===== src/inc/urxq_pkg.sv =====
// Shared constants and types for the receive queue channel.
package urxq_pkg;
  // Register addresses on the host bus.
  localparam logic [3:0] URXQ_ADDR_MODE = 4'h0;
  localparam logic [3:0] URXQ_ADDR_STATUS = 4'h1;
  localparam logic [3:0] URXQ_ADDR_CMD = 4'h2;
  localparam logic [3:0] URXQ_ADDR_HOLD = 4'h3;
  // First mode register fields and reset value.
  localparam int URXQ_MR_RTS_BIT = 7;
  localparam int URXQ_MR_INTSEL_BIT = 6;
  localparam int URXQ_MR_ERRMODE_BIT = 5;
  localparam int URXQ_MR_PMODE_HI = 4;
  localparam int URXQ_MR_PMODE_LO = 3;
  localparam int URXQ_MR_PTYPE_BIT = 2;
  localparam int URXQ_MR_LEN_HI = 1;
  localparam int URXQ_MR_LEN_LO = 0;
  localparam logic [7:0] URXQ_MR_RESET = 8'h00;
  // Parity mode encodings.
  localparam logic [1:0] URXQ_PM_WITH = 2'h0;
  localparam logic [1:0] URXQ_PM_FORCE = 2'h1;
  localparam logic [1:0] URXQ_PM_NONE = 2'h2;
  localparam logic [1:0] URXQ_PM_MDROP = 2'h3;
  localparam logic [2:0] URXQ_LEN_BASE = 3'h5;
  // Command register fields and miscellaneous commands.
  localparam int URXQ_CMD_RXEN_BIT = 0;
  localparam int URXQ_CMD_RXDIS_BIT = 1;
  localparam int URXQ_CMD_MISC_HI = 6;
  localparam int URXQ_CMD_MISC_LO = 4;
  localparam logic [2:0] URXQ_MISC_RST_PTR = 3'h1;
  localparam logic [2:0] URXQ_MISC_RST_RX = 3'h2;
  localparam logic [2:0] URXQ_MISC_RST_ERR = 3'h4;
  // Status register positions.
  localparam int URXQ_STAT_BRK_BIT = 7;
  localparam int URXQ_STAT_FRM_BIT = 6;
  localparam int URXQ_STAT_PERR_BIT = 5;
  localparam int URXQ_STAT_OVR_BIT = 4;
  localparam int URXQ_STAT_FULL_BIT = 1;
  localparam int URXQ_STAT_RDY_BIT = 0;
  // Queue geometry: an entry is {break, framing, parity, data}.
  localparam int URXQ_DEPTH = 3;
  localparam int URXQ_ENTRY_W = 11;
  localparam logic [1:0] URXQ_DEPTH_CNT = 2'h3;
  // Sample timing in ticks of the 16x bit clock.
  localparam logic [3:0] URXQ_HALF_TICKS = 4'h8;
  localparam logic [3:0] URXQ_BIT_TICKS = 4'hF;
  typedef enum logic [6:0] {
    URXQ_IDLE = 7'h01,
    URXQ_START = 7'h02,
    URXQ_DATA = 7'h04,
    URXQ_PAR = 7'h08,
    URXQ_STOP = 7'h10,
    URXQ_BRKW = 7'h20,
    URXQ_FEW = 7'h40
  } urxq_state_t;
endpackage


===== src/inc/urxq_q_if.sv =====
// Carrier between the receiver core and its holding queue.
`timescale 1ns/10ps
interface urxq_q_if;
  logic clr;
  logic push;
  logic [10:0] push_data;
  logic pop;
  logic [10:0] head;
  logic full;
  logic empty;
  logic [1:0] cnt;
  modport wr (output clr, push, push_data, pop, input head, full, empty, cnt);
  modport q (input clr, push, push_data, pop, output head, full, empty, cnt);
endinterface


===== src/core/urxq_fifo.sv =====
// Three-entry holding queue of characters with their error tags.
`timescale 1ns/10ps
module urxq_fifo (
  // Clock, reset and enable.
  input wire logic ref_clk_i,
  input wire logic nrst_i,
  input wire logic ce_i,
  // Queue port.
  urxq_q_if.q qp
);
  import urxq_pkg::*;
  logic [10:0] mem [0:2];
  logic [1:0] rd_ptr_r;
  logic [1:0] wr_ptr_r;
  logic [1:0] cnt_r;
  logic do_push;
  logic do_pop;

  function automatic logic [1:0] ptr_inc(input logic [1:0] p);
    ptr_inc = (p == 2'h2) ? 2'h0 : p + 2'h1;
  endfunction

  assign do_push = qp.push && (cnt_r != URXQ_DEPTH_CNT);
  assign do_pop = qp.pop && (cnt_r != 2'h0);

  always_ff @(posedge ref_clk_i) begin
    if (ce_i && do_push && !qp.clr) begin
      mem[wr_ptr_r] <= qp.push_data;
    end
  end

  // Data and tags leave together, one position per read.
  always_ff @(posedge ref_clk_i or negedge nrst_i) begin
    if (!nrst_i) begin
      rd_ptr_r <= 2'h0;
      wr_ptr_r <= 2'h0;
      cnt_r <= 2'h0;
    end else if (ce_i) begin
      if (qp.clr) begin
        rd_ptr_r <= 2'h0;
        wr_ptr_r <= 2'h0;
        cnt_r <= 2'h0;
      end else begin
        if (do_push) begin
          wr_ptr_r <= ptr_inc(wr_ptr_r);
        end
        if (do_pop) begin
          rd_ptr_r <= ptr_inc(rd_ptr_r);
        end
        if (do_push && !do_pop) begin
          cnt_r <= cnt_r + 2'h1;
        end else if (do_pop && !do_push) begin
          cnt_r <= cnt_r - 2'h1;
        end
      end
    end
  end

  assign qp.head = (cnt_r != 2'h0) ? mem[rd_ptr_r] : 11'h000;
  assign qp.full = (cnt_r == URXQ_DEPTH_CNT);
  assign qp.empty = (cnt_r == 2'h0);
  assign qp.cnt = cnt_r;
endmodule


===== src/core/urxq_top.sv =====
// Serial receiver channel with holding queue, status, flow control and wake-up.
`timescale 1ns/10ps
module urxq_top (
  // Clock, reset and enable.
  input wire logic ref_clk_i,
  input wire logic nrst_i,
  input wire logic ce_i,
  // Host bus pins.
  input wire logic [3:0] addr_i,
  input wire logic cs_n_i,
  input wire logic rd_n_i,
  input wire logic wr_n_i,
  input wire logic [7:0] data_i,
  output logic [7:0] data_o,
  output logic data_oe_o,
  // Serial line and 16x bit clock pins.
  input wire logic rxd_i,
  input wire logic rx_clk16_i,
  // Output port bit that asserts request-to-send.
  input wire logic port_rts_i,
  // Channel outputs.
  output logic request_send_out_n_o,
  output logic rx_int_o,
  output logic tx_parity_append_o,
  output logic tx_parity_bit_o
);
  import urxq_pkg::*;

  urxq_q_if qi ();

  urxq_fifo u_fifo (
    .ref_clk_i(ref_clk_i),
    .nrst_i(nrst_i),
    .ce_i(ce_i),
    .qp(qi.q)
  );

  function automatic logic [2:0] char_bits(input logic [1:0] len);
    char_bits = URXQ_LEN_BASE + {1'b0, len};
  endfunction

  // Pin synchronisers.
  logic [14:0] bus_s1_r;
  logic [14:0] bus_s2_r;
  logic [14:0] bus_p_r;
  logic [1:0] ln_s1_r;
  logic [1:0] ln_s2_r;
  logic clk16_p_r;

  always_ff @(posedge ref_clk_i or negedge nrst_i) begin
    if (!nrst_i) begin
      bus_s1_r <= 15'h7000;
      bus_s2_r <= 15'h7000;
      bus_p_r <= 15'h7000;
      ln_s1_r <= 2'h1;
      ln_s2_r <= 2'h1;
      clk16_p_r <= 1'b0;
    end else if (ce_i) begin
      bus_s1_r <= {cs_n_i, rd_n_i, wr_n_i, addr_i, data_i};
      bus_s2_r <= bus_s1_r;
      bus_p_r <= bus_s2_r;
      ln_s1_r <= {rx_clk16_i, rxd_i};
      ln_s2_r <= ln_s1_r;
      clk16_p_r <= ln_s2_r[1];
    end
  end

  logic rxd;
  logic tick;
  logic rd_act;
  logic wr_act;
  logic rd_act_p;
  logic wr_act_p;
  logic rd_start;
  logic rd_end;
  logic wr_end;
  logic [3:0] addr_p;
  logic [7:0] wdata_p;

  assign rxd = ln_s2_r[0];
  assign tick = ln_s2_r[1] && !clk16_p_r;
  assign rd_act = !bus_s2_r[14] && !bus_s2_r[13];
  assign wr_act = !bus_s2_r[14] && !bus_s2_r[12];
  assign rd_act_p = !bus_p_r[14] && !bus_p_r[13];
  assign wr_act_p = !bus_p_r[14] && !bus_p_r[12];
  assign rd_start = rd_act && !rd_act_p;
  assign rd_end = rd_act_p && !rd_act;
  assign wr_end = wr_act_p && !wr_act;
  assign addr_p = bus_p_r[11:8];
  assign wdata_p = bus_p_r[7:0];

  // Mode register and its access pointer.
  logic [7:0] mr1_r;
  logic ptr_first_r;
  logic [3:0] rd_addr_r;
  logic [2:0] misc;
  logic cmd_wr;

  assign cmd_wr = wr_end && (addr_p == URXQ_ADDR_CMD);
  assign misc = wdata_p[URXQ_CMD_MISC_HI:URXQ_CMD_MISC_LO];

  always_ff @(posedge ref_clk_i or negedge nrst_i) begin
    if (!nrst_i) begin
      mr1_r <= URXQ_MR_RESET;
      ptr_first_r <= 1'b1;
    end else if (ce_i) begin
      if (cmd_wr && misc == URXQ_MISC_RST_PTR) begin
        ptr_first_r <= 1'b1;
      end else if ((rd_end && rd_addr_r == URXQ_ADDR_MODE) ||
                   (wr_end && addr_p == URXQ_ADDR_MODE)) begin
        ptr_first_r <= 1'b0;
      end
      if (wr_end && addr_p == URXQ_ADDR_MODE && ptr_first_r) begin
        mr1_r <= wdata_p;
      end
    end
  end

  logic [1:0] pmode;
  logic mdrop;
  logic has_par;
  logic [2:0] nbits;

  assign pmode = mr1_r[URXQ_MR_PMODE_HI:URXQ_MR_PMODE_LO];
  assign mdrop = (pmode == URXQ_PM_MDROP);
  assign has_par = (pmode != URXQ_PM_NONE);
  assign nbits = char_bits(mr1_r[URXQ_MR_LEN_HI:URXQ_MR_LEN_LO]);
  assign tx_parity_append_o = has_par;
  assign tx_parity_bit_o = mr1_r[URXQ_MR_PTYPE_BIT];

  // Receiver enable.
  logic rx_en_r;
  logic rx_rst;

  assign rx_rst = cmd_wr && (misc == URXQ_MISC_RST_RX);

  always_ff @(posedge ref_clk_i or negedge nrst_i) begin
    if (!nrst_i) begin
      rx_en_r <= 1'b0;
    end else if (ce_i) begin
      if (rx_rst) begin
        rx_en_r <= 1'b0;
      end else if (cmd_wr && wdata_p[URXQ_CMD_RXDIS_BIT]) begin
        rx_en_r <= 1'b0;
      end else if (cmd_wr && wdata_p[URXQ_CMD_RXEN_BIT]) begin
        rx_en_r <= 1'b1;
      end
    end
  end

  // Bit-level receive state machine.
  urxq_state_t st_r;
  logic [3:0] cnt_r;
  logic [2:0] bitn_r;
  logic [7:0] shf_r;
  logic par_r;
  logic start_ok;
  logic done;
  logic sample;

  assign sample = (cnt_r == URXQ_BIT_TICKS);
  assign start_ok = tick && (st_r == URXQ_START) && !rxd &&
                    (cnt_r == URXQ_HALF_TICKS - 4'h1);
  assign done = tick && (st_r == URXQ_STOP) && sample;

  always_ff @(posedge ref_clk_i or negedge nrst_i) begin
    if (!nrst_i) begin
      st_r <= URXQ_IDLE;
      cnt_r <= 4'h0;
      bitn_r <= 3'h0;
      shf_r <= 8'h00;
      par_r <= 1'b0;
    end else if (ce_i) begin
      if (rx_rst) begin
        st_r <= URXQ_IDLE;
        cnt_r <= 4'h0;
      end else if (tick) begin
        case (st_r)
          URXQ_IDLE: begin
            cnt_r <= 4'h0;
            if ((rx_en_r || mdrop) && !rxd) begin
              st_r <= URXQ_START;
            end
          end
          URXQ_START: begin
            cnt_r <= cnt_r + 4'h1;
            if (rxd) begin
              st_r <= URXQ_IDLE;
            end else if (start_ok) begin
              st_r <= URXQ_DATA;
              cnt_r <= 4'h0;
              bitn_r <= 3'h0;
              shf_r <= 8'h00;
              par_r <= 1'b0;
            end
          end
          URXQ_DATA: begin
            cnt_r <= cnt_r + 4'h1;
            if (sample) begin
              shf_r[bitn_r] <= rxd;
              bitn_r <= bitn_r + 3'h1;
              if (bitn_r == nbits - 3'h1) begin
                st_r <= has_par ? URXQ_PAR : URXQ_STOP;
              end
            end
          end
          URXQ_PAR: begin
            cnt_r <= cnt_r + 4'h1;
            if (sample) begin
              par_r <= rxd;
              st_r <= URXQ_STOP;
            end
          end
          URXQ_STOP: begin
            cnt_r <= cnt_r + 4'h1;
            if (sample) begin
              cnt_r <= 4'h0;
              if (rxd) begin
                st_r <= URXQ_IDLE;
              end else if (shf_r == 8'h00 && !par_r) begin
                st_r <= URXQ_BRKW;
              end else begin
                st_r <= URXQ_FEW;
              end
            end
          end
          URXQ_BRKW: begin
            cnt_r <= rxd ? cnt_r + 4'h1 : 4'h0;
            if (rxd && cnt_r == URXQ_HALF_TICKS - 4'h1) begin
              st_r <= URXQ_IDLE;
            end
          end
          URXQ_FEW: begin
            cnt_r <= cnt_r + 4'h1;
            if (rxd) begin
              st_r <= URXQ_IDLE;
            end else if (cnt_r == URXQ_HALF_TICKS - 4'h1) begin
              st_r <= URXQ_START;
              cnt_r <= 4'h0;
            end
          end
          default: begin
            st_r <= URXQ_IDLE;
            cnt_r <= 4'h0;
          end
        endcase
      end
    end
  end

  // Character completion: tags and acceptance.
  logic c_brk;
  logic c_frm;
  logic c_perr;
  logic accept;
  logic [10:0] c_entry;

  assign c_frm = !rxd;
  assign c_brk = !rxd && (shf_r == 8'h00) && !par_r;
  always_comb begin
    case (pmode)
      URXQ_PM_WITH: c_perr = (^shf_r) ^ par_r ^ mr1_r[URXQ_MR_PTYPE_BIT];
      URXQ_PM_FORCE: c_perr = par_r ^ mr1_r[URXQ_MR_PTYPE_BIT];
      URXQ_PM_MDROP: c_perr = par_r;
      default: c_perr = 1'b0;
    endcase
  end
  assign accept = done && (rx_en_r || (mdrop && par_r));
  assign c_entry = {c_brk, c_frm, c_perr, shf_r};

  // Shift-register hold while the queue is full, and overrun.
  logic [10:0] held_r;
  logic held_v_r;
  logic ovr_r;
  logic rst_err;

  assign rst_err = cmd_wr && (misc == URXQ_MISC_RST_ERR);
  assign qi.clr = rx_rst;
  assign qi.push = !rx_rst && ((held_v_r && !qi.full) || (accept && !qi.full));
  assign qi.push_data = held_v_r ? held_r : c_entry;

  always_ff @(posedge ref_clk_i or negedge nrst_i) begin
    if (!nrst_i) begin
      held_r <= 11'h000;
      held_v_r <= 1'b0;
    end else if (ce_i) begin
      if (rx_rst) begin
        held_v_r <= 1'b0;
      end else if (accept && (qi.full || held_v_r)) begin
        held_r <= c_entry;
        held_v_r <= 1'b1;
      end else if (start_ok && held_v_r) begin
        held_v_r <= 1'b0;
      end else if (held_v_r && !qi.full) begin
        held_v_r <= 1'b0;
      end
    end
  end

  always_ff @(posedge ref_clk_i or negedge nrst_i) begin
    if (!nrst_i) begin
      ovr_r <= 1'b0;
    end else if (ce_i) begin
      if (rx_rst) begin
        ovr_r <= 1'b0;
      end else if (start_ok && held_v_r && qi.full) begin
        ovr_r <= 1'b1;
      end else if (rst_err) begin
        ovr_r <= 1'b0;
      end
    end
  end

  // Flow control of request-to-send.
  logic rts_neg_r;

  always_ff @(posedge ref_clk_i or negedge nrst_i) begin
    if (!nrst_i) begin
      rts_neg_r <= 1'b0;
    end else if (ce_i) begin
      if (rx_rst) begin
        rts_neg_r <= 1'b0;
      end else if (start_ok && qi.full && mr1_r[URXQ_MR_RTS_BIT]) begin
        rts_neg_r <= 1'b1;
      end else if (!qi.full) begin
        rts_neg_r <= 1'b0;
      end
    end
  end

  assign request_send_out_n_o = !(port_rts_i && !rts_neg_r);

  // Block-mode accumulation of tags reaching the head.
  logic head_new_r;
  logic [2:0] acc_r;
  logic pop;
  logic [2:0] head_tags;

  assign pop = rd_end && (rd_addr_r == URXQ_ADDR_HOLD) && !qi.empty;
  assign qi.pop = pop && !rx_rst;
  assign head_tags = qi.empty ? 3'h0 : qi.head[10:8];

  always_ff @(posedge ref_clk_i or negedge nrst_i) begin
    if (!nrst_i) begin
      head_new_r <= 1'b0;
      acc_r <= 3'h0;
    end else if (ce_i) begin
      head_new_r <= (qi.push && qi.empty) || (qi.pop && qi.cnt > 2'h1);
      if (rx_rst) begin
        acc_r <= 3'h0;
      end else if (head_new_r) begin
        acc_r <= (rst_err ? 3'h0 : acc_r) | head_tags;
      end else if (rst_err) begin
        acc_r <= 3'h0;
      end
    end
  end

  logic [7:0] status;
  logic [2:0] shown_tags;

  assign shown_tags = mr1_r[URXQ_MR_ERRMODE_BIT] ? (acc_r | head_tags) : head_tags;
  always_comb begin
    status = 8'h00;
    status[URXQ_STAT_BRK_BIT] = shown_tags[2];
    status[URXQ_STAT_FRM_BIT] = shown_tags[1];
    status[URXQ_STAT_PERR_BIT] = shown_tags[0];
    status[URXQ_STAT_OVR_BIT] = ovr_r;
    status[URXQ_STAT_FULL_BIT] = qi.full;
    status[URXQ_STAT_RDY_BIT] = !qi.empty;
  end

  assign rx_int_o = mr1_r[URXQ_MR_INTSEL_BIT] ? qi.full : !qi.empty;

  // Read data path.
  always_ff @(posedge ref_clk_i or negedge nrst_i) begin
    if (!nrst_i) begin
      data_o <= 8'h00;
      data_oe_o <= 1'b0;
      rd_addr_r <= 4'h0;
    end else if (ce_i) begin
      if (rd_start) begin
        data_oe_o <= 1'b1;
        rd_addr_r <= bus_s2_r[11:8];
        case (bus_s2_r[11:8])
          URXQ_ADDR_MODE: data_o <= ptr_first_r ? mr1_r : 8'h00;
          URXQ_ADDR_STATUS: data_o <= status;
          URXQ_ADDR_HOLD: data_o <= qi.head[7:0];
          default: data_o <= 8'h00;
        endcase
      end else if (rd_end) begin
        data_oe_o <= 1'b0;
      end
    end
  end
endmodule


===== config.mk =====
export PLATFORM = sky130hd
export DESIGN_NAME = urxq_top
export DESIGN_NICKNAME = d
export VERILOG_FILES = /design/src/inc/urxq_pkg.sv /design/src/inc/urxq_q_if.sv /design/src/core/urxq_fifo.sv /design/src/core/urxq_top.sv
export SDC_FILE = /design/constraint.sdc
export NUM_CORES = 1
export LEC_CHECK = 0
export ABC_AREA = 0
export BUFFER_PORTS_ARGS = -buffer_cell sky130_fd_sc_hd__buf_2
export CAP_MARGIN = 30
export CORE_MARGIN = 3
export CORE_UTILIZATION = 60
export CTS_BUF_LIST = sky130_fd_sc_hd__clkbuf_4 sky130_fd_sc_hd__clkbuf_8
export CTS_CLUSTER_DIAMETER = 120
export DETAILED_ROUTE_END_ITERATION = 8
export PLACE_DENSITY = 0.75
export REMOVE_ABC_BUFFERS = 1
export SYNTH_ARGS = -nofsm -noshare
export SYNTH_HDL_FRONTEND = slang
export SYNTH_SLANG_ARGS = --single-unit

===== constraint.sdc =====
create_clock -name ref_clk_i -period 6 [get_ports ref_clk_i]
set_clock_uncertainty 0.15 [all_clocks]
set_input_delay 1.2 -clock ref_clk_i [delete_from_list [all_inputs] [get_ports ref_clk_i]]
set_output_delay 1.2 -clock ref_clk_i [all_outputs]
set_load 0.005 [all_outputs]

==> flow_summary_export.csv <==
group,metric,value,unit
status,status,"finished, final reports clean",
cts,clock_latency,0.45,ns
cells_and_area,syn2layout_area_growth,9.16,%
worst_hold_path,min_to,"data_o[6]",
power,p_comb_share,16.0,%
cells_and_area,diodes,0,
global_route,grt_max_degree,67,
floorplan,die_area,0.0136,sq mm
sta,hold_violations,0,
synth,synth_area,0.00736,sq mm
power,p_int,1810,uW
cells_and_area,final_nets,687,
global_route,grt_usage,24.2,%
sta,worst_slack,2.97,ns
worst_hold_path,min_from,"data_o[6]",
sta,finalCritPeriodShare,50.5,%
cells_and_area,ff_latch_area,0.00401,sq mm
cells_and_area,multi_input_area,0.00315,sq mm
cells_and_area,fill_cells,850,
synth,synth-seq-cells,153,
detailed_routing,vias_per_cell,6.22,
detailed_routing,antenna_left,0,
detailed_routing,num_vias,5044,
floorplan,num_rows,39,
worst_setup_path,r2r-start,"cnt_r[0]",
synth,netlist_instances,632,
worst_setup_path,critPathKind,"reg -> out",
placement,pre_cts_ws,2.56,ns
detailed_routing,drtIter0Drc,500,
worst_setup_path,critical_path_required,4.65,ns
detailed_routing,drt-total-wl,15100,microns
synth,ys_types,71,
sta,setup_viol,0,
cts,cts_tree,"built",
worst_hold_path,min_path_cells,2,
worst_setup_path,endpoint_kind,"output pin",
global_route,gr-total-overflow,0,
power,pwr-share-clk,32.3,%
cells_and_area,layout_common_cells,"dfrtp_1, mux2_2, nand2_1",
cells_and_area,drive_gt1_share,25.9,%
worst_setup_path,reg2regPathDepth,7,
synth,synthFlopType,"dfrtp_1",
placement,port_buffers,33,
cts,clock_sink_count,153,
power,power_density,315,mW/mm^2
sta,period_minus_slack,3.03,ns
cts,cts_setup_buffers,0,
power,p_seq_share,51.7,%
power,irDropWorstVdd,0.171,mV
worst_setup_path,timing.rr.end,"u_fifo.mem[1][10]",
worst_setup_path,r2r_slack,2.99,ns
synth,async_flop_share,78.4,%
run,cap_violations,0,
power,p_leak,0.00327,uW
detailed_routing,drt-wirelength-per-cell,18.7,microns
cells_and_area,mostFrequentLayoutCell,"dfrtp_1",
sta,slew_headroom,45.1,%
synth,avgSynthCellArea,11.6,sq um
detailed_routing,dr.pass1.iters,5,
detailed_routing,drc,0,
cts,cts-buffers-inserted,17,
cts,cts_root_buffer,"clkbuf_8",
sta,rsz0062_at_grt,"false",
cts,clock_path_buffers,2,
synth,ys.warnings.count,0,
power,switching_share,28.4,%
synth,seq_area_frac_synth,54.5,%
floorplan,coreArea,0.0117,sq mm
placement,gp_congestion,0.932,
cts,h-tree-depth,4,
cts,cts-resized-gates,0,
sta,worstMarginPinSlew,0.823,ns
worst_hold_path,hp-class,"reg -> reg",
worst_setup_path,startpoint_type,"flop",
floorplan,die_w,117,microns
sta,fmax,330,MHz
floorplan,initial_core_util,62.9,%
worst_setup_path,startpoint,"u_fifo.qp.cnt[1]",
sta,slew_violations,0,
worst_setup_path,cp_max_fo,7,
synth,synth_edf_count,33,
worst_setup_path,cp.arrival,1.68,ns
floorplan,die_y,117,microns
cts,holdBufCountCts,0,
global_route,grt_pass1_vias,5059,
power,switchingPower,718,uW
global_route,grt_pass1_wl,25400,microns
floorplan,io_pins,34,
global_route,antenna_found_initial,0,
cts,clk_pin_slew,0.08,ns
placement,hpwl,10600,microns
sta,tns,0,ns
==> cells in the mapped netlist (6+ instances only) <==
cell / number / area share [%]
inv_1: 21 / 1.1
dfrtp_1: 107 / 36
mux2i_1: 11 / 1.5
dfstp_2: 13 / 4.6
and3_1: 6 / 0.51
nor2b_1: 10 / 0.85
a22o_1: 7 / 0.83
nor2_1: 27 / 1.4
a21o_1: 7 / 0.71
clkbuf_1: 24 / 1.2
mux2_4: 10 / 2.0
nand3_1: 14 / 0.95
a21oi_1: 8 / 0.54
o211ai_1: 6 / 0.61
nor3_1: 8 / 0.54
ha_1: 11 / 1.9
nand2b_1: 12 / 1.0
nand2_1: 60 / 3.1
mux2_2: 65 / 9.9
a32o_1: 7 / 0.95
o21ai_0: 59 / 4.0
edfxtp_1: 33 / 13
==> cell families after synthesis <==
kind of cell             count (synthesis)  synth area share (%)
AO/OA/AOI/OAI                          141                  13.2
XOR/XNOR                                 8                 0.952
adder cells (fa/ha/maj)                 11                  1.87
buffers and inverters                   55                  3.03
flip-flops                             153                  54.5
multiplexers                            86                  13.5
AND/OR/NAND/NOR                        178                  13.0
==> worst max path at each step <==
stage	to	slack [ns]	depth (start not counted)
3_5_place_dp	bitn_r[0]	2.56	5
3_3_place_gp	u_fifo.mem[1][5]	2.64	4
4_1_cts	rx_int_o	2.96	4
6_report	rx_int_o	2.97	4
5_1_grt	u_fifo.mem[1][3]	2.75	7
2_1_floorplan	held_r[0]	2.75	3
==> critical path, cell delays in order (launching register included) <==
cell,delay [ns]
dfrtp_1,0.42
inv_1,0.13
ha_1,0.35
o21ai_0,0.17
buf_2,0.16
==> sequential cells by signal (all words and copies together), names as in the netlist, 4 cells and up <==
name        count
bus_s1_r       15
rd_addr_r       4
u_fifo.mem     33
shf_r           8
held_r         11
bus_p_r        15
mr1_r           8
cnt_r           4
data_o          8
st_r            7
bus_s2_r       15
==> per-layer routing <==
| layer | GRT usage (%) | share of wire (%) |
|---|---|---|
| met1 | 32.8 | 45 |
| met2 | 39.0 | 49 |
| met3 | 5.39 | 5.0 |
| met4 | 7.65 | 1.4 |
| met5 | 0 | 0 |
==> stage by stage <==
| step | utilization (%) | instances | cell area, sq um | hold slack, ns | power [uW] |
|---|---|---|---|---|---|
| 2_1_floorplan | - | 598 | 7220 | 0.298 | 1580 |
| 3_3_place_gp | 65.1 | 779 | 7620 | 0.311 | 1700 |
| 3_5_place_dp | 65.1 | 779 | 7620 | 0.315 | 1730 |
| 4_1_cts | 68.6 | 811 | 8040 | 0.333 | 2540 |
| 5_1_grt | 68.6 | 811 | 8040 | 0.360 | 2660 |
| 6_report | 68.6 | 811 | 8040 | 0.330 | 2530 |
==> layout make-up <==
type                            instances  share of cell area (%)
Sequential cell                       153                    49.9
Multi-Input combinational cell        424                    39.1
Clock buffer                           21                    3.36
Timing Repair Buffer                   38                    2.55
Tap cell                              143                    2.23
Clock inverter                         11                    1.82
Inverter                               21                   0.981
==> power groups by stage <==
stage | sequential, uW | combinational (uW) | clock [uW]
after CTS | 1310 | 408 | 827
after global routing | 1330 | 453 | 877
after global placement | 1320 | 385 | 0
final | 1310 | 406 | 817
after detailed placement | 1330 | 405 | 0
after floorplan | 1280 | 297 | 0
Power figures use the tool's default switching activity.
